<file path="src/pkg/bfr_pkg.sv">
/*
 * Shared constants of the breaker failure / redundant trip sequencer:
 * timing, register map, field positions, reset values and state codes.
 * Assumes a 100 MHz system clock and a 5 ms program cycle.
 */
package bfr_pkg;

    // ------------------------------------------------------------
    // timing
    // ------------------------------------------------------------
    localparam int CLK_PERIOD_NS = 10;
    localparam int NS_PER_MS = 1_000_000;
    localparam int PROG_CYCLE_MS = 5;
    localparam int PROG_CYCLE_CLKS = PROG_CYCLE_MS * NS_PER_MS
                                     / CLK_PERIOD_NS;
    localparam int DELAY_STEP_MS = 5;
    localparam int RETRIP_DLY_DEF_MS = 100;
    localparam int BF_DLY_DEF_MS = 200;
    localparam int RESET_RATIO_PCT = 97;
    localparam int PCT_FULL = 100;

    // ------------------------------------------------------------
    // widths
    // ------------------------------------------------------------
    localparam int MAG_W = 16;
    localparam int DLY_W = 19;
    localparam int ADDR_W = 8;
    localparam int DATA_W = 32;
    localparam int MODE_W = 2;

    // ------------------------------------------------------------
    // register map
    // ------------------------------------------------------------
    localparam logic [ADDR_W-1:0] ADDR_CTRL = 8'h00;
    localparam logic [ADDR_W-1:0] ADDR_PHASE_THR = 8'h04;
    localparam logic [ADDR_W-1:0] ADDR_RES_THR = 8'h08;
    localparam logic [ADDR_W-1:0] ADDR_RETRIP_DLY = 8'h0C;
    localparam logic [ADDR_W-1:0] ADDR_BF_DLY = 8'h10;
    localparam logic [ADDR_W-1:0] ADDR_STATUS = 8'h14;

    localparam int CTRL_RETRIP_EN_BIT = 0;
    localparam int CTRL_MODE_LSB = 1;
    localparam int CTRL_RES_EN_BIT = 3;

    localparam int STAT_STATE_LSB = 0;
    localparam int STAT_START_BIT = 3;
    localparam int STAT_RETRIP_BIT = 4;
    localparam int STAT_BF_BIT = 5;
    localparam int STAT_BLOCKED_BIT = 6;
    localparam int STAT_CUR_PICK_BIT = 7;
    localparam int STAT_TRIP_MON_BIT = 8;
    localparam int STAT_BLK_BIT = 9;

    // ------------------------------------------------------------
    // reset values
    // ------------------------------------------------------------
    localparam logic [MAG_W-1:0] PHASE_THR_RST = 16'h0014;
    localparam logic [MAG_W-1:0] RES_THR_RST = 16'h04B0;
    localparam logic [DLY_W-1:0] RETRIP_DLY_RST =
        DLY_W'(RETRIP_DLY_DEF_MS / DELAY_STEP_MS);
    localparam logic [DLY_W-1:0] BF_DLY_RST =
        DLY_W'(BF_DLY_DEF_MS / DELAY_STEP_MS);
    localparam logic [DATA_W-1:0] RDATA_IDLE = 32'h0000_0000;

    // ------------------------------------------------------------
    // types
    // ------------------------------------------------------------
    typedef enum logic [1:0] {
        CRIT_CURRENT      = 2'b00,
        CRIT_CUR_AND_TRIP = 2'b01,
        CRIT_CUR_OR_TRIP  = 2'b10
    } criterion_t;

    typedef enum logic [2:0] {
        ST_NORMAL  = 3'b000,
        ST_START   = 3'b001,
        ST_RETRIP  = 3'b010,
        ST_BF_ON   = 3'b011,
        ST_BLOCKED = 3'b100
    } bf_state_t;

endpackage : bfr_pkg

</file>
<file path="src/hdl/pickup_comparator.sv">
/*
 * One current pick-up element: magnitude against threshold with a
 * fixed reset ratio, refreshed on each measurement strobe.
 * Assumes magnitude and threshold share one unit, same clock domain.
 */
`timescale 1ns/1ps
module pickup_comparator
    import bfr_pkg::*;
#(
    parameter int W = MAG_W
)
(
    // clock and reset
    input wire logic clock_i,
    input wire logic srst_i,
    // measurement
    input wire logic sample_i,
    input wire logic enable_i,
    input wire logic [W-1:0] mag_i,
    input wire logic [W-1:0] thr_i,
    // result
    output logic pickup_o
);

    localparam int PW = W + 7;

    logic [PW-1:0] mag_scaled;
    logic [PW-1:0] thr_scaled;
    logic pickup_r;

    assign mag_scaled = PW'(mag_i) * PW'(PCT_FULL);
    assign thr_scaled = PW'(thr_i) * PW'(RESET_RATIO_PCT);

    always_ff @(posedge clock_i)
    begin
        if (srst_i || !enable_i)
        begin
            pickup_r <= 1'b0;
        end
        else if (sample_i)
        begin
            if (mag_i > thr_i)
            begin
                pickup_r <= 1'b1;
            end
            // hysteresis: drop only below 97 % of threshold
            else if (mag_scaled < thr_scaled)
            begin
                pickup_r <= 1'b0;
            end
        end
    end

    assign pickup_o = pickup_r;

endmodule : pickup_comparator

</file>
<file path="src/hdl/breaker_failure_retrip_timer.sv">
/*
 * Breaker failure protection sequencer with redundant trip timer.
 * Holds the setting registers, the current pick-up elements, the
 * pick-up criterion, blocking, both delay timers and the status.
 * Assumes current magnitudes arrive from same-clock measurement
 * logic with a strobe every 5 ms; blocking and trip monitor are pins.
 */
// Behaviour
// - status is one of normal, start, retrip, breaker-failure on, blocked
// - blocking input is sampled at the start of each program cycle
// - pick-up without blocking raises start and timing begins
// - pick-up under blocking raises blocked; no timing or outputs follow
// - blocking during start resets both timers and holds blocked until pick-up drops
// - one common pick-up condition starts both timers
// - retrip enable, default on; disabled hides output and delay
// - retrip fires after start held for retrip delay, 5 ms steps
// - fail output fires after start held for fail delay, 5 ms steps
// - current criterion: current pick-up starts timers, trip ignored
// - current criterion: retrip then breaker fail as current persists
// - current criterion: timers reset when all currents drop
// - current-and-trip: timers halted until monitored trip active
// - current-and-trip: reset on current drop or trip release
// - current-or-trip: either current or trip starts timing
// - current-or-trip: reset only when both have released
// - pick-up above threshold, release below 97 % of threshold
// - magnitudes refresh once per 5 ms measurement base
`timescale 1ns/1ps
module breaker_failure_retrip_timer
    import bfr_pkg::*;
#(
    parameter int PROG_CYCLE_LEN = PROG_CYCLE_CLKS,
    parameter int NUM_PHASES = 3
)
(
    // clock and reset
    input wire logic clock_i,
    input wire logic srst_i,
    // register port
    input wire logic [ADDR_W-1:0] addr_i,
    input wire logic [DATA_W-1:0] wdata_i,
    input wire logic wr_i,
    input wire logic rd_i,
    output logic [DATA_W-1:0] rdata_o,
    // measurements
    input wire logic meas_valid_i,
    input wire logic [MAG_W-1:0] phase_a_mag_i,
    input wire logic [MAG_W-1:0] phase_b_mag_i,
    input wire logic [MAG_W-1:0] phase_c_mag_i,
    input wire logic [MAG_W-1:0] residual_mag_i,
    // pins
    input wire logic block_i,
    input wire logic trip_monitor_i,
    // outputs
    output logic start_o,
    output logic redundant_trip_o,
    output logic breaker_fail_output_o,
    output logic blocked_o,
    output logic [2:0] state_o
);

    // ------------------------------------------------------------
    // local declarations
    // ------------------------------------------------------------
    localparam int NCH = NUM_PHASES + 1;
    localparam int TICK_W = $clog2(PROG_CYCLE_LEN + 1);
    localparam logic [DLY_W-1:0] DLY_MAX = '1;

    logic retrip_en_r;
    criterion_t mode_r;
    logic res_en_r;
    logic [MAG_W-1:0] phase_pickup_threshold_r;
    logic [MAG_W-1:0] residual_pickup_threshold_r;
    logic [DLY_W-1:0] redundant_trip_delay_r;
    logic [DLY_W-1:0] bf_delay_r;
    logic [DATA_W-1:0] rdata_r;

    logic blk_meta_r;
    logic blk_sync_r;
    logic trip_meta_r;
    logic trip_sync_r;
    logic blk_sampled_r;

    logic [TICK_W-1:0] tick_cnt_r;
    logic tick_r;

    logic [MAG_W-1:0] chan_mag [NCH];
    logic [MAG_W-1:0] chan_thr [NCH];
    logic [NCH-1:0] chan_en;
    logic [NCH-1:0] chan_pick;
    logic cur_pick;

    logic pick;
    logic run;
    bf_state_t state_r;
    bf_state_t state_nxt;
    logic [DLY_W-1:0] ret_cnt_r;
    logic [DLY_W-1:0] ret_cnt_nxt;
    logic [DLY_W-1:0] bf_cnt_r;
    logic [DLY_W-1:0] bf_cnt_nxt;
    logic ret_fire;
    logic bf_fire;

    logic start_r;
    logic retrip_r;
    logic bf_r;
    logic blocked_r;

    // ------------------------------------------------------------
    // pin synchronisers
    // ------------------------------------------------------------
    always_ff @(posedge clock_i)
    begin
        if (srst_i)
        begin
            blk_meta_r <= 1'b0;
            blk_sync_r <= 1'b0;
            trip_meta_r <= 1'b0;
            trip_sync_r <= 1'b0;
        end
        else
        begin
            blk_meta_r <= block_i;
            blk_sync_r <= blk_meta_r;
            trip_meta_r <= trip_monitor_i;
            trip_sync_r <= trip_meta_r;
        end
    end

    // ------------------------------------------------------------
    // program cycle tick
    // ------------------------------------------------------------
    always_ff @(posedge clock_i)
    begin
        if (srst_i)
        begin
            tick_cnt_r <= '0;
            tick_r <= 1'b0;
        end
        else if (tick_cnt_r == TICK_W'(PROG_CYCLE_LEN - 1))
        begin
            tick_cnt_r <= '0;
            tick_r <= 1'b1;
        end
        else
        begin
            tick_cnt_r <= tick_cnt_r + 1'b1;
            tick_r <= 1'b0;
        end
    end

    // blocking level frozen for the whole program cycle
    always_ff @(posedge clock_i)
    begin
        if (srst_i)
        begin
            blk_sampled_r <= 1'b0;
        end
        else if (tick_r)
        begin
            blk_sampled_r <= blk_sync_r;
        end
    end

    // ------------------------------------------------------------
    // setting registers
    // ------------------------------------------------------------
    always_ff @(posedge clock_i)
    begin
        if (srst_i)
        begin
            retrip_en_r <= 1'b1;
            mode_r <= CRIT_CURRENT;
            res_en_r <= 1'b0;
            phase_pickup_threshold_r <= PHASE_THR_RST;
            residual_pickup_threshold_r <= RES_THR_RST;
            redundant_trip_delay_r <= RETRIP_DLY_RST;
            bf_delay_r <= BF_DLY_RST;
        end
        else if (wr_i)
        begin
            case (addr_i)
                ADDR_CTRL:
                begin
                    retrip_en_r <= wdata_i[CTRL_RETRIP_EN_BIT];
                    res_en_r <= wdata_i[CTRL_RES_EN_BIT];
                    // unused code falls back to current only
                    case (wdata_i[CTRL_MODE_LSB +: MODE_W])
                        CRIT_CUR_AND_TRIP: mode_r <= CRIT_CUR_AND_TRIP;
                        CRIT_CUR_OR_TRIP: mode_r <= CRIT_CUR_OR_TRIP;
                        default: mode_r <= CRIT_CURRENT;
                    endcase
                end
                ADDR_PHASE_THR:
                    phase_pickup_threshold_r <= wdata_i[MAG_W-1:0];
                ADDR_RES_THR:
                    residual_pickup_threshold_r <= wdata_i[MAG_W-1:0];
                ADDR_RETRIP_DLY:
                begin
                    // delay is locked while retrip is off
                    if (retrip_en_r)
                    begin
                        redundant_trip_delay_r <= wdata_i[DLY_W-1:0];
                    end
                end
                ADDR_BF_DLY:
                    bf_delay_r <= wdata_i[DLY_W-1:0];
                default:
                begin
                end
            endcase
        end
    end

    // ------------------------------------------------------------
    // read port
    // ------------------------------------------------------------
    always_ff @(posedge clock_i)
    begin
        if (srst_i || !rd_i)
        begin
            rdata_r <= RDATA_IDLE;
        end
        else
        begin
            rdata_r <= RDATA_IDLE;
            case (addr_i)
                ADDR_CTRL:
                begin
                    rdata_r[CTRL_RETRIP_EN_BIT] <= retrip_en_r;
                    rdata_r[CTRL_MODE_LSB +: MODE_W] <= mode_r;
                    rdata_r[CTRL_RES_EN_BIT] <= res_en_r;
                end
                ADDR_PHASE_THR:
                    rdata_r[MAG_W-1:0] <= phase_pickup_threshold_r;
                ADDR_RES_THR:
                    rdata_r[MAG_W-1:0] <= residual_pickup_threshold_r;
                ADDR_RETRIP_DLY:
                begin
                    if (retrip_en_r)
                    begin
                        rdata_r[DLY_W-1:0] <= redundant_trip_delay_r;
                    end
                end
                ADDR_BF_DLY:
                    rdata_r[DLY_W-1:0] <= bf_delay_r;
                ADDR_STATUS:
                begin
                    rdata_r[STAT_STATE_LSB +: 3] <= state_r;
                    rdata_r[STAT_START_BIT] <= start_r;
                    rdata_r[STAT_RETRIP_BIT] <= retrip_r;
                    rdata_r[STAT_BF_BIT] <= bf_r;
                    rdata_r[STAT_BLOCKED_BIT] <= blocked_r;
                    rdata_r[STAT_CUR_PICK_BIT] <= cur_pick;
                    rdata_r[STAT_TRIP_MON_BIT] <= trip_sync_r;
                    rdata_r[STAT_BLK_BIT] <= blk_sampled_r;
                end
                default:
                begin
                end
            endcase
        end
    end

    // ------------------------------------------------------------
    // current pick-up elements
    // ------------------------------------------------------------
    assign chan_mag[0] = phase_a_mag_i;
    assign chan_mag[1] = phase_b_mag_i;
    assign chan_mag[2] = phase_c_mag_i;
    assign chan_mag[NCH-1] = residual_mag_i;

    genvar gi;
    generate
        for (gi = 0; gi < NCH; gi++)
        begin : g_chan
            if (gi < NUM_PHASES)
            begin : g_phase
                assign chan_thr[gi] = phase_pickup_threshold_r;
                assign chan_en[gi] = 1'b1;
            end
            else
            begin : g_res
                assign chan_thr[gi] = residual_pickup_threshold_r;
                assign chan_en[gi] = res_en_r;
            end
            pickup_comparator #(
                .W(MAG_W)
            ) u_pick (
                .clock_i(clock_i),
                .srst_i(srst_i),
                .sample_i(meas_valid_i),
                .enable_i(chan_en[gi]),
                .mag_i(chan_mag[gi]),
                .thr_i(chan_thr[gi]),
                .pickup_o(chan_pick[gi])
            );
        end
    endgenerate

    // any phase or the residual channel picks up
    assign cur_pick = |chan_pick;

    // ------------------------------------------------------------
    // pick-up criterion
    // ------------------------------------------------------------
    // pick drives the start indication, run drives both timers
    always_comb
    begin
        case (mode_r)
            CRIT_CUR_AND_TRIP:
            begin
                pick = cur_pick;
                run = cur_pick && trip_sync_r;
            end
            CRIT_CUR_OR_TRIP:
            begin
                pick = cur_pick || trip_sync_r;
                run = cur_pick || trip_sync_r;
            end
            default:
            begin
                pick = cur_pick;
                run = cur_pick;
            end
        endcase
    end

    // ------------------------------------------------------------
    // sequencer and timers
    // ------------------------------------------------------------
    always_comb
    begin
        state_nxt = state_r;
        ret_cnt_nxt = ret_cnt_r;
        bf_cnt_nxt = bf_cnt_r;
        ret_fire = 1'b0;
        bf_fire = 1'b0;
        if (tick_r)
        begin
            if (!pick)
            begin
                state_nxt = ST_NORMAL;
                ret_cnt_nxt = '0;
                bf_cnt_nxt = '0;
            end
            // blocked event stays blocked until pick-up drops
            else if (blk_sampled_r || state_r == ST_BLOCKED)
            begin
                state_nxt = ST_BLOCKED;
                ret_cnt_nxt = '0;
                bf_cnt_nxt = '0;
            end
            else
            begin
                // one running condition drives both counters
                if (run && retrip_en_r)
                begin
                    if (ret_cnt_r != DLY_MAX)
                    begin
                        ret_cnt_nxt = ret_cnt_r + 1'b1;
                    end
                end
                else
                begin
                    ret_cnt_nxt = '0;
                end
                if (run)
                begin
                    if (bf_cnt_r != DLY_MAX)
                    begin
                        bf_cnt_nxt = bf_cnt_r + 1'b1;
                    end
                end
                else
                begin
                    bf_cnt_nxt = '0;
                end
                ret_fire = run && retrip_en_r
                           && ret_cnt_nxt >= redundant_trip_delay_r;
                bf_fire = run && bf_cnt_nxt >= bf_delay_r;
                if (bf_fire)
                begin
                    state_nxt = ST_BF_ON;
                end
                else if (ret_fire)
                begin
                    state_nxt = ST_RETRIP;
                end
                else
                begin
                    state_nxt = ST_START;
                end
            end
        end
    end

    always_ff @(posedge clock_i)
    begin
        if (srst_i)
        begin
            state_r <= ST_NORMAL;
            ret_cnt_r <= '0;
            bf_cnt_r <= '0;
        end
        else
        begin
            state_r <= state_nxt;
            ret_cnt_r <= ret_cnt_nxt;
            bf_cnt_r <= bf_cnt_nxt;
        end
    end

    // ------------------------------------------------------------
    // output flops
    // ------------------------------------------------------------
    // outputs follow the state on the same edge, no extra lag
    always_ff @(posedge clock_i)
    begin
        if (srst_i)
        begin
            start_r <= 1'b0;
            retrip_r <= 1'b0;
            bf_r <= 1'b0;
            blocked_r <= 1'b0;
        end
        else if (tick_r)
        begin
            start_r <= state_nxt == ST_START
                       || state_nxt == ST_RETRIP
                       || state_nxt == ST_BF_ON;
            retrip_r <= ret_fire;
            bf_r <= bf_fire;
            blocked_r <= state_nxt == ST_BLOCKED;
        end
    end

    assign rdata_o = rdata_r;
    assign start_o = start_r;
    assign redundant_trip_o = retrip_r;
    assign breaker_fail_output_o = bf_r;
    assign blocked_o = blocked_r;
    assign state_o = state_r;

endmodule : breaker_failure_retrip_timer

</file>
<file path="config.mk">
export PLATFORM = sky130hd
export DESIGN_NAME = breaker_failure_retrip_timer
export DESIGN_NICKNAME = d
export VERILOG_FILES = /design/src/pkg/bfr_pkg.sv /design/src/hdl/pickup_comparator.sv /design/src/hdl/breaker_failure_retrip_timer.sv
export SDC_FILE = /design/constraint.sdc
export NUM_CORES = 1
export LEC_CHECK = 0
export ABC_AREA = 1
export BUFFER_PORTS_ARGS = -buffer_cell sky130_fd_sc_hd__clkbuf_2
export CAP_MARGIN = 20
export CORE_ASPECT_RATIO = 1.4
export CORE_MARGIN = 2
export CORE_UTILIZATION = 30
export CTS_BUF_LIST = sky130_fd_sc_hd__clkbuf_16
export DETAILED_ROUTE_END_ITERATION = 8
export GPL_TIMING_DRIVEN = 0
export PLACE_DENSITY_LB_ADDON = 0.05
export SYNTH_ARGS = -nofsm -noshare
export SYNTH_HDL_FRONTEND = slang
export SYNTH_HIERARCHICAL = 1
export SYNTH_SLANG_ARGS = --single-unit
</file>
<file path="constraint.sdc">
create_clock -name clock_i -period 3.9 [get_ports clock_i]
set_input_delay 0.195 -clock clock_i [delete_from_list [all_inputs] [get_ports clock_i]]
set_output_delay 0.195 -clock clock_i [all_outputs]
set_load 0.05 [all_outputs]
</file>
==> flow_results.xml, run 1 <==
<?xml version="1.0" encoding="UTF-8"?>
<metrics>
  <group name="outcome">
    <metric name="outcome" unit="">complete, no violations</metric>
  </group>
  <group name="global_routing">
    <metric name="via_count_of_the_first_global_routing_pass" unit="">24870</metric>
    <metric name="grt_start_max_net_pins" unit="">17</metric>
    <metric name="grt_remaining_overflow" unit="">0</metric>
    <metric name="grt_antenna_before_repair" unit="">4</metric>
    <metric name="grt.total_usage" unit="">0.1916</metric>
    <metric name="grt_pass1_wl" unit="µm">134600</metric>
  </group>
  <group name="pwr">
    <metric name="seq_power_share" unit="">0.237</metric>
    <metric name="power.switching" unit="µW">3077</metric>
    <metric name="comb_power_share" unit="">0.521</metric>
    <metric name="ir_worst_vdd" unit="mV">0.2993</metric>
    <metric name="power_per_cell_area" unit="nW/µm²">217.1</metric>
    <metric name="clk_pwr_share" unit="">0.242</metric>
    <metric name="power.internal" unit="µW">4100</metric>
    <metric name="power.switching_fraction" unit="">0.4287</metric>
    <metric name="cellLeakagePower" unit="µW">0.01695</metric>
  </group>
  <group name="yosys">
    <metric name="async_reset_ff_frac" unit="">0</metric>
    <metric name="yosys_warnings" unit="">6</metric>
    <metric name="synth_enable_flop_cells" unit="">0</metric>
    <metric name="post_synth_instance_area" unit="µm²">26370</metric>
    <metric name="synth_sequential_area_ratio" unit="">0.1268</metric>
    <metric name="yosys.cell_types.count" unit="">53</metric>
    <metric name="yosys_register_bits" unit="">167</metric>
    <metric name="yosys_most_used_dff" unit="">dfxtp_1</metric>
    <metric name="synth.avg_cell_area" unit="µm²">7.113</metric>
    <metric name="yosysTopAreaCellShare" unit="">0.3222</metric>
    <metric name="post_synth_main_area_contributors" unit="">ha_1 32%, dfxtp_1 13%, nand2_1 11%</metric>
    <metric name="netlist_instances" unit="">3707</metric>
    <metric name="synth.largest_area_cell" unit="">ha_1</metric>
  </group>
  <group name="floorplanning">
    <metric name="die_width" unit="µm">254.6</metric>
    <metric name="initial_utilization" unit="">0.3027</metric>
    <metric name="die_area" unit="µm²">90320</metric>
    <metric name="core_outline_area" unit="µm²">87120</metric>
    <metric name="die_height" unit="µm">354.8</metric>
    <metric name="io_pins" unit="">150</metric>
    <metric name="rows" unit="">128</metric>
  </group>
  <group name="detailed_routing">
    <metric name="route.final.wire_length" unit="µm">85870</metric>
    <metric name="drt-pass1-iter-count" unit="">5</metric>
    <metric name="ant_nets" unit="">0</metric>
    <metric name="drt-vias-per-instance" unit="">4.653</metric>
    <metric name="drt_first_iter_violations" unit="">863</metric>
    <metric name="via_count" unit="">24160</metric>
    <metric name="detail_route.wl_per_cell" unit="µm">16.54</metric>
    <metric name="drc" unit="">0</metric>
  </group>
  <group name="cts">
    <metric name="cts-buffers-inserted" unit="">17</metric>
    <metric name="ctsLongestPathBuffers" unit="">2</metric>
    <metric name="tritoncts" unit="">yes</metric>
    <metric name="clk_transition_reported_paths" unit="ns">0.08</metric>
    <metric name="cts_htree_levels" unit="">4</metric>
    <metric name="clk-insertion-delay-late" unit="ns">0.45</metric>
    <metric name="ctsRootBufferMaster" unit="">clkbuf_16</metric>
    <metric name="clock-sinks" unit="">167</metric>
  </group>
  <group name="timing">
    <metric name="final_setup_fails" unit="">0</metric>
    <metric name="finalWorstSetupSlack" unit="ns">0.01107</metric>
    <metric name="clock-skew-final" unit="ns">0.01508</metric>
    <metric name="min_hold_slack" unit="ns">0.07373</metric>
    <metric name="timing.final.crit_period" unit="ns">3.889</metric>
    <metric name="clock.fmax" unit="MHz">257.1</metric>
    <metric name="finalSetupTns" unit="ns">0</metric>
    <metric name="max-slew-margin-rel" unit="">0.5154</metric>
    <metric name="timing_hold_violations_final" unit="">0</metric>
    <metric name="final_slew_violations" unit="">0</metric>
    <metric name="max_slew.worst_pin.slew" unit="ns">0.7269</metric>
    <metric name="min_period_over_period" unit="">0.9972</metric>
    <metric name="grt_setup_unrepaired" unit="">yes</metric>
  </group>
  <group name="setup_path">
    <metric name="critical_path_peak_fanout" unit="">4</metric>
    <metric name="critical_path.cell_chain" unit="">buf_12, ha_4, ha_4, ha_4, inv_2, fa_1, inv_2, ha_4, buf_4, nand2_2, o21ai_2, a31oi_1, nand2_1, nand2_1, nand2_1, ha_1, nand2_1, nor2_4, a21boi_2, nor2_2, nand3_2, nand2_2, a21oi_2</metric>
    <metric name="critPathRequiredTime" unit="ns">4.25</metric>
    <metric name="timing.reg2reg.worst_path_depth" unit="">23</metric>
    <metric name="timing.critical_path.arrival" unit="ns">4.23</metric>
    <metric name="crit_slowest_cell" unit="">fa_1</metric>
    <metric name="timing.critical_path.from_type" unit="">flop</metric>
    <metric name="timing.setup.critical_path_class" unit="">flop to flop</metric>
    <metric name="timing.critical_path.to_type" unit="">flop</metric>
    <metric name="cp_slowest_stage_delay" unit="ns">0.52</metric>
  </group>
  <group name="final_layout">
    <metric name="finish.cell_count_without_fillers" unit="">5191</metric>
    <metric name="area.growth.synth_to_final" unit="%">25.36</metric>
    <metric name="stdcell_area" unit="µm²">33060</metric>
    <metric name="drive_above_1_share" unit="">0.2100</metric>
    <metric name="fillerInstances" unit="">9391</metric>
    <metric name="finish.net_count" unit="">4873</metric>
  </group>
  <group name="placed_design">
    <metric name="dp.cells" unit="">5014</metric>
    <metric name="placement.cell_area" unit="µm²">28500</metric>
    <metric name="final_hpwl_dp" unit="µm">70040</metric>
    <metric name="port-buffer-count" unit="">123</metric>
    <metric name="globalplace.congestion" unit="">0.8706</metric>
    <metric name="dp_worst_setup_slack" unit="ns">-1.151</metric>
  </group>
  <group name="min_path">
    <metric name="timing.hold.worst_path_depth" unit="">3</metric>
    <metric name="timing.hold.worst.class" unit="">input pin to flop</metric>
  </group>
  <group name="run">
    <metric name="max_cap_viol_count" unit="">0</metric>
  </group>
</metrics>
==> path summary, 6_finish.rpt <==
kind / start / end / slack (ns)
hold / removal: wdata_i[17] / bf_delay_r[17] / 0.07
setup / recovery: phase_pickup_threshold_r[9] / g_chan[1].u_pick/pickup_o / 0.01
setup reg to reg: phase_pickup_threshold_r[9] / g_chan[1].u_pick/pickup_o / 0.01
hold reg to reg: trip_meta_r / trip_sync_r / 0.40
==> sequential cells by signal, summed over array words and instances, names as in the netlist <==
signal	count
tick_r	1
residual_pickup_threshold_r	16
tick_cnt_r	19
res_en_r	1
phase_pickup_threshold_r	16
blk_meta_r	1
bf_cnt_r	19
mode_r	2
trip_sync_r	1
blk_sync_r	1
trip_meta_r	1
rdata_o	19
blk_sampled_r	1
g_chan.u_pick/pickup_o	4
redundant_trip_delay_r	19
blocked_o	1
redundant_trip_o	1
bf_delay_r	19
ret_cnt_r	19
retrip_en_r	1
start_o	1
state_o	3
breaker_fail_output_o	1
==> cells in the final DEF (no fill, tap or decap), types with 11 or more instances in the layout <==
master     synthesis  layout
nand2_1          764     701
inv_1            705     673
ha_1             679     543
a21oi_1          306     256
nor2_1           239     218
dfxtp_1          167     136
nand3_1          140     130
ha_4               0     128
buf_4             15     126
clkbuf_2           0     123
o21ai_0          111     102
nand2_2           42      84
fa_1              76      74
xor2_1            66      66
xnor2_1           55      55
a21oi_2           15      49
inv_2             14      42
nand2_4           19      40
nand4_1           33      33
nor2_2            14      30
clkbuf_1          25      25
dfxtp_4            0      25
a21o_1            23      23
nor3_1            27      21
o21ai_2            9      20
a21oi_4            3      19
buf_2             18      18
clkbuf_16          0      17
buf_12             0      17
conb_1             2      16
buf_6              2      15
a31oi_1           21      15
nand3b_1          13      13
o21a_1            13      13
o22ai_1           12      12
nand3_2            1      11
o211ai_1          11      11
o21ai_1           13      11
==> logic make-up (layout without fill, tap and decap cells) <==
| family | Yosys count | after routing | synth area share |
|---|---|---|---|
| adders and majority gates | 755 | 755 | 0.3799 |
| and+or+nand+nor | 1318 | 1318 | 0.2175 |
| xor gates and xnor gates | 121 | 121 | 0.04019 |
| other | 2 | 17 | 0.0002848 |
| AOI/OAI and AO/OA | 561 | 561 | 0.1197 |
| buffers and inverters | 783 | 1082 | 0.1157 |
| DFF | 167 | 167 | 0.1268 |
==> repair_timing <==
action | 4_1_cts | 5_1_grt
hold buffers | 2 | 0
pin swaps | 193 | 150
endpoints found under the hold margin | 2 | 0
setup buffers | 113 | 30
endpoints found under the setup margin | 4 | 4
resized for setup | 315 | 170
==> power groups by stage <==
stage / Sequential, µW / Combinational (µW) / Clock, µW
floorplan: 1760 / 2620 / 0
global placement: 1760 / 3510 / 0
detailed placement: 1760 / 3510 / 0
CTS: 1710 / 3660 / 1780
global route: 1700 / 4340 / 1870
finish: 1700 / 3740 / 1740
==> Yosys cell counts, types with 18 or more instances <==
library cell,instances
clkbuf_1,25
nand3_1,140
a21o_1,23
nor3_1,27
nand4_1,33
nand2_1,764
ha_1,679
nand2_4,19
buf_2,18
xnor2_1,55
o21ai_0,111
xor2_1,66
fa_1,76
a31oi_1,21
inv_1,705
nand2_2,42
dfxtp_1,167
nor2_1,239
a21oi_1,306
==> critical path, delay by kind of cell (launching register included) <==
family | cells | cell delay [ns]
AOI/OAI and AO/OA | 4 | 0.45
adders and majority gates | 6 | 1.77
buffers and inverters | 4 | 0.36
DFF | 1 | 0.37
and+or+nand+nor | 9 | 0.81
==> final cells by class <==
type | instances | area [µm²] | area share
multi-input cells | 2771 | 22530 | 0.6817
plain buffers | 61 | 332.8 | 0.01007
clock inverters | 15 | 150.1 | 0.004542
inverters | 722 | 2733 | 0.08266
flip-flops and latches | 167 | 3445 | 0.1042
well taps | 1170 | 1464 | 0.04428
repair buffers | 267 | 1971 | 0.05961
clock buffers | 17 | 425.4 | 0.01287
diodes | 1 | 2.502 | 0.00007570
==> through the flow <==
step	utilization	total power, µW
after CTS	0.3668	7149
after global routing	0.3794	7908
after detailed placement	0.3271	5271
final	0.3794	7177
after floorplan	-	4375
after global placement	0.3271	5268
==> per-layer routing <==
layer  vias to the layer above  global-route usage  wire [µm]
met4                         2             0.04491       1995
met3                        87             0.01521       1769
met5                         -                   0         11
met1                     11190              0.2204      36210
li1                      12590                   -          -
met2                       286              0.3760      45890
No activity file was read; power rests on OpenSTA's default activity.
==> inputs of run 2 (changes only) <==
--- a/config.mk
+++ b/config.mk
@@ -18,4 +18,3 @@
 export SYNTH_ARGS = -nofsm -noshare
 export SYNTH_HDL_FRONTEND = slang
-export SYNTH_HIERARCHICAL = 1
 export SYNTH_SLANG_ARGS = --single-unit
==> constraint.sdc (replaced) <==
create_clock -name clock_i -period 3.9 [get_ports clock_i]
set_input_delay 0.195 -clock clock_i [delete_from_list [all_inputs] [get_ports clock_i]]
set_output_delay 0.195 -clock clock_i [all_outputs]
set_load 0.02 [all_outputs]
==> run 2 against run 1 <==
Effect of this change: the run now ends with negative setup slack left; worst setup slack worse by 0.11 ns; worst hold slack worse by 0.035 ns; cell area down 21%; global-route usage up 0.96 points; clock skew down 0.0048 ns; critical path depth down 3; sequential power about the same; via count down 16%; power down 1.1%; combinational power down 6.4%; sequential cell count unchanged; critical endpoint is now g_chan[2].u_pick.pickup_o; largest power group unchanged; highest routed layer is now met4.
==> flow_results.xml, run 2 <==
<?xml version="1.0" encoding="UTF-8"?>
<metrics>
  <group name="final_layout">
    <metric name="most_frequent_cells_in_the_layout" unit="">528 x inv_1, 489 x nand2_1, 487 x ha_1</metric>
    <metric name="num_antenna_cells" unit="">0</metric>
    <metric name="finish.net_count" unit="">3914</metric>
    <metric name="area.growth.synth_to_final" unit="%">20.05</metric>
    <metric name="drive_above_1_share" unit="">0.1478</metric>
    <metric name="layout_commonest_cell" unit="">inv_1</metric>
  </group>
  <group name="timing">
    <metric name="min_period_over_period" unit="">1.025</metric>
    <metric name="clock.fmax" unit="MHz">250.2</metric>
    <metric name="max-slew-margin-rel" unit="">0.5196</metric>
    <metric name="clock-skew-final" unit="ns">0.01028</metric>
    <metric name="grt_setup_unrepaired" unit="">yes</metric>
    <metric name="max_slew.worst_pin.slew" unit="ns">0.7154</metric>
    <metric name="finalWorstSetupSlack" unit="ns">-0.09683</metric>
    <metric name="timing.final.crit_period" unit="ns">3.997</metric>
    <metric name="timing_hold_violations_final" unit="">0</metric>
    <metric name="final_slew_violations" unit="">0</metric>
    <metric name="final_setup_fails" unit="">3</metric>
  </group>
  <group name="setup_path">
    <metric name="timing.setup.critical_path_class" unit="">flop to flop</metric>
    <metric name="timing.critical_path.to_type" unit="">flop</metric>
    <metric name="critPathRequiredTime" unit="ns">4.22</metric>
    <metric name="timing.critical_path.arrival" unit="ns">4.32</metric>
    <metric name="crit_slowest_cell" unit="">fa_1</metric>
    <metric name="critical_path.cell_chain" unit="">ha_1, ha_1, ha_1, inv_1, fa_1, inv_1, ha_4, a21oi_4, o21ai_4, a21oi_2, nand2_2, xnor2_4, ha_1, nand2_1, o21ai_1, a21o_1, a21oi_2, nand2_2, nand2_1, a21oi_1</metric>
    <metric name="critical_path_peak_fanout" unit="">4</metric>
    <metric name="cp_slowest_stage_delay" unit="ns">0.49</metric>
    <metric name="timing.critical_path.max_delay_family" unit="">adder cells</metric>
    <metric name="buffers_plus_inverters_on_the_worst_setup_path" unit="">2</metric>
    <metric name="timing.critical_path.from_type" unit="">flop</metric>
    <metric name="critical-path-top-cell-by-count" unit="">ha_1</metric>
  </group>
  <group name="detailed_routing">
    <metric name="drc" unit="">0</metric>
    <metric name="route.final.wire_length" unit="µm">74650</metric>
    <metric name="ant_nets" unit="">0</metric>
    <metric name="drt-pass1-iter-count" unit="">5</metric>
    <metric name="drt-vias-per-instance" unit="">4.857</metric>
    <metric name="drt_first_iter_violations" unit="">903</metric>
    <metric name="via_count" unit="">20230</metric>
    <metric name="detail_route.wl_per_cell" unit="µm">17.92</metric>
  </group>
  <group name="pwr">
    <metric name="power.switching_fraction" unit="">0.4065</metric>
    <metric name="comb_power_share" unit="">0.493</metric>
    <metric name="power.switching" unit="µW">2884</metric>
    <metric name="finalPower" unit="µW">7095</metric>
    <metric name="clk_pwr_share" unit="">0.266</metric>
    <metric name="power_per_cell_area" unit="nW/µm²">271.0</metric>
    <metric name="power.internal" unit="µW">4211</metric>
    <metric name="seq_power_share" unit="">0.241</metric>
    <metric name="cellLeakagePower" unit="µW">0.01290</metric>
    <metric name="ir_worst_vdd" unit="mV">0.2628</metric>
  </group>
  <group name="yosys">
    <metric name="netlist_top_cells_count" unit="">543 x ha_1, 543 x inv_1, 512 x nand2_1</metric>
    <metric name="synth_sequential_area_ratio" unit="">0.1533</metric>
    <metric name="yosys_register_bits" unit="">167</metric>
    <metric name="async_reset_ff_frac" unit="">0</metric>
    <metric name="synth.largest_area_cell" unit="">ha_1</metric>
    <metric name="synthSimpleGateAreaFrac" unit="">0.1748</metric>
    <metric name="synth_adder_area_share" unit="">0.3665</metric>
    <metric name="muxShareOfSynthArea" unit="">0</metric>
    <metric name="netlist_instances" unit="">2997</metric>
    <metric name="synth_top_family_by_area" unit="">adder cells</metric>
    <metric name="post_synth_instance_area" unit="µm²">21810</metric>
    <metric name="yosys_most_used_dff" unit="">dfxtp_1</metric>
    <metric name="yosysTopAreaCellShare" unit="">0.3115</metric>
    <metric name="yosys.cell_types.count" unit="">53</metric>
    <metric name="synth_enable_flop_cells" unit="">0</metric>
    <metric name="synth.avg_cell_area" unit="µm²">7.278</metric>
    <metric name="synth-compound-area-share" unit="">0.1488</metric>
    <metric name="post_synth_main_area_contributors" unit="">ha_1 31%, dfxtp_1 15%, inv_1 9.3%</metric>
    <metric name="xor_xnor_cell_area_share_of_the_yosys_netlist" unit="">0.04738</metric>
    <metric name="yosys_warnings" unit="">0</metric>
  </group>
  <group name="global_routing">
    <metric name="groute.layer.met3.usage" unit="">0.01745</metric>
    <metric name="grt_start_max_net_pins" unit="">17</metric>
    <metric name="grt_busiest_layer" unit="">met2</metric>
    <metric name="grt_util_met1" unit="">0.2378</metric>
    <metric name="grt.total_usage" unit="">0.2013</metric>
    <metric name="via_count_of_the_first_global_routing_pass" unit="">20330</metric>
    <metric name="grt.met2_usage" unit="">0.3882</metric>
    <metric name="grt_antenna_before_repair" unit="">0</metric>
    <metric name="grt_remaining_overflow" unit="">0</metric>
    <metric name="grt_pass1_wl" unit="µm">115300</metric>
  </group>
  <group name="floorplanning">
    <metric name="initial_utilization" unit="">0.3016</metric>
    <metric name="core_outline_area" unit="µm²">72320</metric>
    <metric name="die_area" unit="µm²">74910</metric>
    <metric name="io_pins" unit="">150</metric>
    <metric name="die_height" unit="µm">323.1</metric>
    <metric name="rows" unit="">117</metric>
    <metric name="die_width" unit="µm">231.9</metric>
  </group>
  <group name="cts">
    <metric name="cts_htree_levels" unit="">4</metric>
    <metric name="clk-insertion-delay-late" unit="ns">0.46</metric>
    <metric name="ctsRootBufferMaster" unit="">clkbuf_16</metric>
    <metric name="tritoncts" unit="">yes</metric>
    <metric name="clock-sinks" unit="">167</metric>
    <metric name="cts-buffers-inserted" unit="">17</metric>
    <metric name="ctsLongestPathBuffers" unit="">2</metric>
    <metric name="clk_transition_reported_paths" unit="ns">0.07</metric>
  </group>
  <group name="placed_design">
    <metric name="globalplace.congestion" unit="">0.8822</metric>
    <metric name="port-buffer-count" unit="">123</metric>
    <metric name="dp_worst_setup_slack" unit="ns">-1.059</metric>
    <metric name="final_hpwl_dp" unit="µm">63150</metric>
  </group>
  <group name="run">
    <metric name="max_cap_viol_count" unit="">0</metric>
  </group>
  <group name="outcome">
    <metric name="outcome" unit="">finished, violations left</metric>
    <metric name="violated_checks" unit="">negative setup slack</metric>
  </group>
  <group name="min_path">
    <metric name="timing.hold.worst.class" unit="">input pin to flop</metric>
  </group>
</metrics>
-- run 2: cell count changes in the layout (fill, tap and decap cells not counted), moves of 34 or more --
| cell | before | now |
|---|---|---|
| nand2_1 | 701 | 489 |
| inv_1 | 673 | 528 |
| ha_4 | 128 | 50 |
| buf_4 | 126 | 53 |
| nand2_2 | 84 | 21 |
| ha_1 | 543 | 487 |
| nor2_1 | 218 | 166 |
| nand2_4 | 40 | 5 |
| o21ai_0 | 102 | 136 |
-- run 2: power groups by stage --
stage                     clock (µW)  sequential, µW  combinational, µW
after floorplan                    0            1760               2400
after global placement             0            1760               3230
after detailed placement           0            1760               3280
after CTS                       1930            1710               3480
after global routing            2000            1710               4060
final                           1890            1710               3500
-- run 2: metrics by stage --
stage	std cells	hold slack [ns]	util	area, µm²	setup TNS [ns]
CTS	4164	0.02313	0.3589	25960	-0.2339
global placement	4084	0.4008	0.3274	23680	-3.843
global route	4165	0.06317	0.3621	26190	-1.052
detailed placement	4084	0.3972	0.3274	23680	-3.836
floorplan	3009	0.3020	-	21870	0
finish	4165	0.03846	0.3621	26190	-0.2711
-- run 2: cells by family (layout without fill, tap and decap cells) --
logic type | count (synthesis) | after routing
and+or+nand+nor | 907 | 907
DFF | 167 | 167
adders and majority gates | 603 | 603
other | 1 | 13
xor gates and xnor gates | 118 | 118
buffers and inverters | 611 | 815
AOI/OAI and AO/OA | 590 | 590
-- run 2: layout make-up --
cell class | count | area (µm²)
Fill cell | 7804 | 46130
Multi-Input combinational cell | 2231 | 17500
Sequential cell | 167 | 3415
Inverter | 553 | 2082
Tap cell | 952 | 1191
Timing Repair Buffer | 172 | 1059
Clock buffer | 17 | 425.4
Buffer | 58 | 304.0
Clock inverter | 15 | 210.2
-- run 2: metal layers --
layer  share of wire  up-vias
li1                -    10320
met1            0.43     9528
met2            0.53      332
met3           0.028       55
met4           0.019        0
met5               0        -
-- run 2: worst paths after layout --
check	start	end	slack, ns	cells after the start
max	phase_pickup_threshold_r[8]	g_chan[2].u_pick.pickup_o	-0.1	20
min	wdata_i[12]	redundant_trip_delay_r[12]	0.04	3
max reg2reg	phase_pickup_threshold_r[8]	g_chan[2].u_pick.pickup_o	-0.1	20
min reg2reg	trip_meta_r	trip_sync_r	0.40	2
-- run 2: worst min-delay path: stages --
cell,delay (ns)
clkbuf_2,0.09
o21ai_0,0.07
a21oi_1,0.10
-- run 2: what timing repair did --
action,CTS,global route
gates cloned,0,0
setup buffers,46,2
pin swaps,113,29
endpoints found under the hold margin,2,0
resized for setup,229,51
endpoints found under the setup margin,4,4
hold buffers,2,0
==> inputs of run 3 (changes only) <==
SLEW_MARGIN = 5   (was default)
clock period = 4.2 ns   (was 3.9 ns; I/O delays follow)
==> run 3 against run 2 <==
Effect of this change: the flow now finishes without violations; worst setup slack improved by 0.13 ns; register-to-register slack improved by 0.13 ns; combinational power fell by 9.4%; non-clock buffer count fell by 17; sequential share of layout area rose by 0.25 points; clock skew rose by 0.0053 ns; power fell by 10%; largest cell class unchanged.
==> flow_results.xml, run 3 (synthesized netlist as in run 2, its figures left out) <==
<?xml version="1.0" encoding="UTF-8"?>
<metrics>
  <group name="outcome">
    <metric name="outcome" unit="">complete, no violations</metric>
  </group>
  <group name="run">
    <metric name="max_cap_viol_count" unit="">0</metric>
  </group>
  <group name="final_layout">
    <metric name="drive_above_1_share" unit="">0.1176</metric>
    <metric name="utilization" unit="">0.3519</metric>
    <metric name="area.growth.synth_to_final" unit="%">16.67</metric>
    <metric name="most_frequent_cells_in_the_layout" unit="">538 x inv_1, 515 x ha_1, 502 x nand2_1</metric>
    <metric name="finish.net_count" unit="">3897</metric>
    <metric name="finish.cell_count_without_fillers" unit="">4150</metric>
    <metric name="stdcell_area" unit="µm²">25450</metric>
    <metric name="layout_commonest_cell" unit="">inv_1</metric>
  </group>
  <group name="min_path">
    <metric name="timing.hold.worst.class" unit="">input pin to flop</metric>
    <metric name="worst_hold_path.endpoint" unit="">residual_pickup_threshold_r[10]</metric>
    <metric name="worst_hold_startpoint" unit="">wdata_i[10]</metric>
    <metric name="timing.hold.worst_path_depth" unit="">3</metric>
  </group>
  <group name="setup_path">
    <metric name="timing.critical_path.from_type" unit="">flop</metric>
    <metric name="crit_reg_reg_endpoint" unit="">g_chan[0].u_pick.pickup_o</metric>
    <metric name="crit_slowest_cell" unit="">fa_1</metric>
    <metric name="cp_slowest_stage_delay" unit="ns">0.50</metric>
    <metric name="regToRegSetupSlack" unit="ns">0.03</metric>
    <metric name="critPathRequiredTime" unit="ns">4.50</metric>
    <metric name="timing.critical_path.to_type" unit="">flop</metric>
    <metric name="critical_path_peak_fanout" unit="">4</metric>
    <metric name="rr_startpoint" unit="">phase_pickup_threshold_r[4]</metric>
    <metric name="timing.setup.critical_path_class" unit="">flop to flop</metric>
    <metric name="timing.critical_path.arrival" unit="ns">4.47</metric>
    <metric name="critical_path.cell_chain" unit="">ha_1, ha_4, ha_4, fa_1, ha_4, nand2_1, o21ai_4, nand2_1, nand2_2, nand3_4, nand3_4, nand2_4, xor2_4, buf_12, ha_4, a21oi_2, o21ai_1, a21o_1, a21oi_2, nand2_2, nand2_2, a21oi_1</metric>
    <metric name="critical-path-top-cell-by-count" unit="">ha_4</metric>
    <metric name="timing.reg2reg.worst_path_depth" unit="">22</metric>
  </group>
  <group name="detailed_routing">
    <metric name="via_count" unit="">19980</metric>
    <metric name="drt_first_iter_violations" unit="">867</metric>
    <metric name="drc" unit="">0</metric>
    <metric name="ant_nets" unit="">0</metric>
    <metric name="route.final.wire_length" unit="µm">72890</metric>
    <metric name="detail_route.wl_per_cell" unit="µm">17.56</metric>
    <metric name="drt-pass1-iter-count" unit="">8</metric>
    <metric name="drt-vias-per-instance" unit="">4.815</metric>
  </group>
  <group name="placed_design">
    <metric name="globalplace.congestion" unit="">0.8985</metric>
    <metric name="dp_worst_setup_slack" unit="ns">-0.7576</metric>
    <metric name="final_hpwl_dp" unit="µm">62740</metric>
    <metric name="placement.cell_area" unit="µm²">23670</metric>
    <metric name="dp.cells" unit="">4084</metric>
    <metric name="port-buffer-count" unit="">123</metric>
  </group>
  <group name="floorplanning">
    <metric name="core_outline_area" unit="µm²">72320</metric>
    <metric name="initial_utilization" unit="">0.3016</metric>
    <metric name="io_pins" unit="">150</metric>
    <metric name="die_width" unit="µm">231.9</metric>
    <metric name="rows" unit="">117</metric>
    <metric name="die_height" unit="µm">323.1</metric>
    <metric name="die_area" unit="µm²">74910</metric>
  </group>
  <group name="cts">
    <metric name="ctsLongestPathBuffers" unit="">2</metric>
    <metric name="cts_htree_levels" unit="">4</metric>
    <metric name="clock-sinks" unit="">167</metric>
    <metric name="clk_transition_reported_paths" unit="ns">0.07</metric>
    <metric name="cts-buffers-inserted" unit="">17</metric>
    <metric name="clk-insertion-delay-late" unit="ns">0.46</metric>
    <metric name="ctsRootBufferMaster" unit="">clkbuf_16</metric>
    <metric name="tritoncts" unit="">yes</metric>
  </group>
  <group name="timing">
    <metric name="min_hold_slack" unit="ns">0.07655</metric>
    <metric name="clock.fmax" unit="MHz">240.0</metric>
    <metric name="min_period_over_period" unit="">0.9919</metric>
    <metric name="timing.final.crit_period" unit="ns">4.166</metric>
    <metric name="final_slew_violations" unit="">0</metric>
    <metric name="max-slew-margin-rel" unit="">0.4249</metric>
    <metric name="finalWorstSetupSlack" unit="ns">0.03382</metric>
    <metric name="clock-skew-final" unit="ns">0.01554</metric>
    <metric name="max_slew.worst_pin.slew" unit="ns">0.8627</metric>
    <metric name="final_setup_fails" unit="">0</metric>
    <metric name="timing_hold_violations_final" unit="">0</metric>
    <metric name="grt_setup_unrepaired" unit="">yes</metric>
  </group>
  <group name="global_routing">
    <metric name="grt.total_usage" unit="">0.1942</metric>
    <metric name="grt_remaining_overflow" unit="">0</metric>
    <metric name="grt_start_max_net_pins" unit="">17</metric>
    <metric name="via_count_of_the_first_global_routing_pass" unit="">19680</metric>
    <metric name="grt_pass1_wl" unit="µm">111500</metric>
    <metric name="grt_antenna_before_repair" unit="">2</metric>
  </group>
  <group name="pwr">
    <metric name="power_per_cell_area" unit="nW/µm²">250.3</metric>
    <metric name="ir_worst_vdd" unit="mV">0.2408</metric>
    <metric name="cellLeakagePower" unit="µW">0.01276</metric>
  </group>
</metrics>
run 3: worst max-delay path: cells and delay by family, from the launching register on:
family	cells	cell delay (ns)
buffers and inverters	1	0.15
DFF	1	0.36
xor gates and xnor gates	1	0.15
and+or+nand+nor	8	0.74
AOI/OAI and AO/OA	6	0.74
adders and majority gates	6	1.86
run 3: worst max-delay path by stage:
stage	start	to	slack (ns)	depth (start not counted)
after floorplan	phase_pickup_threshold_r[3]	g_chan[2].u_pick.pickup_o	0.24	21
after global placement	phase_pickup_threshold_r[8]	g_chan[0].u_pick.pickup_o	-0.77	23
after detailed placement	phase_pickup_threshold_r[4]	g_chan[0].u_pick.pickup_o	-0.76	21
after CTS	phase_pickup_threshold_r[4]	g_chan[0].u_pick.pickup_o	-0.01	23
after global routing	phase_pickup_threshold_r[5]	g_chan[0].u_pick.pickup_o	-0.11	24
final	phase_pickup_threshold_r[4]	g_chan[0].u_pick.pickup_o	0.03	22
run 3: area by class of cell:
| type | instances | area, µm² |
|---|---|---|
| multi-input cells | 2231 | 17020 |
| clock buffers | 17 | 425.4 |
| clock inverters | 15 | 152.6 |
| flip-flops and latches | 167 | 3383 |
| plain buffers | 58 | 304.0 |
| inverters | 553 | 2079 |
| well taps | 952 | 1191 |
| repair buffers | 155 | 885.9 |
| fillers | 7861 | 46870 |
| diodes | 2 | 5.005 |
run 3: timing repair:
item | CTS | global route
buffers inserted | 22 | 9
cloned | 0 | 0
endpoints found under the hold margin | 2 | 0
hold buffers | 2 | 0
setup endpoints to repair | 4 | 4
pin swaps | 17 | 44
gates resized for setup | 85 | 93
run 3: metal layers:
layer | wire [µm] | up-vias | track usage
li1 | - | 10280 | -
met1 | 30720 | 9367 | 0.2281
met2 | 39360 | 284 | 0.3781
met3 | 1645 | 46 | 0.01349
met4 | 1161 | 0 | 0.04402
met5 | 0 | - | 0
run 3: power by group:
| part | switching, µW | internal, µW |
|---|---|---|
| combinational | 1940 | 1230 |
| sequential | 7.53 | 1590 |
| clock | 731 | 878 |
run 3: through the flow:
stage | power (µW) | TNS, ns
after global routing | 6976 | -0.3376
after floorplan | 3859 | 0
after CTS | 6381 | -0.01982
after global placement | 4656 | -2.362
after detailed placement | 4700 | -2.274
final | 6370 | 0
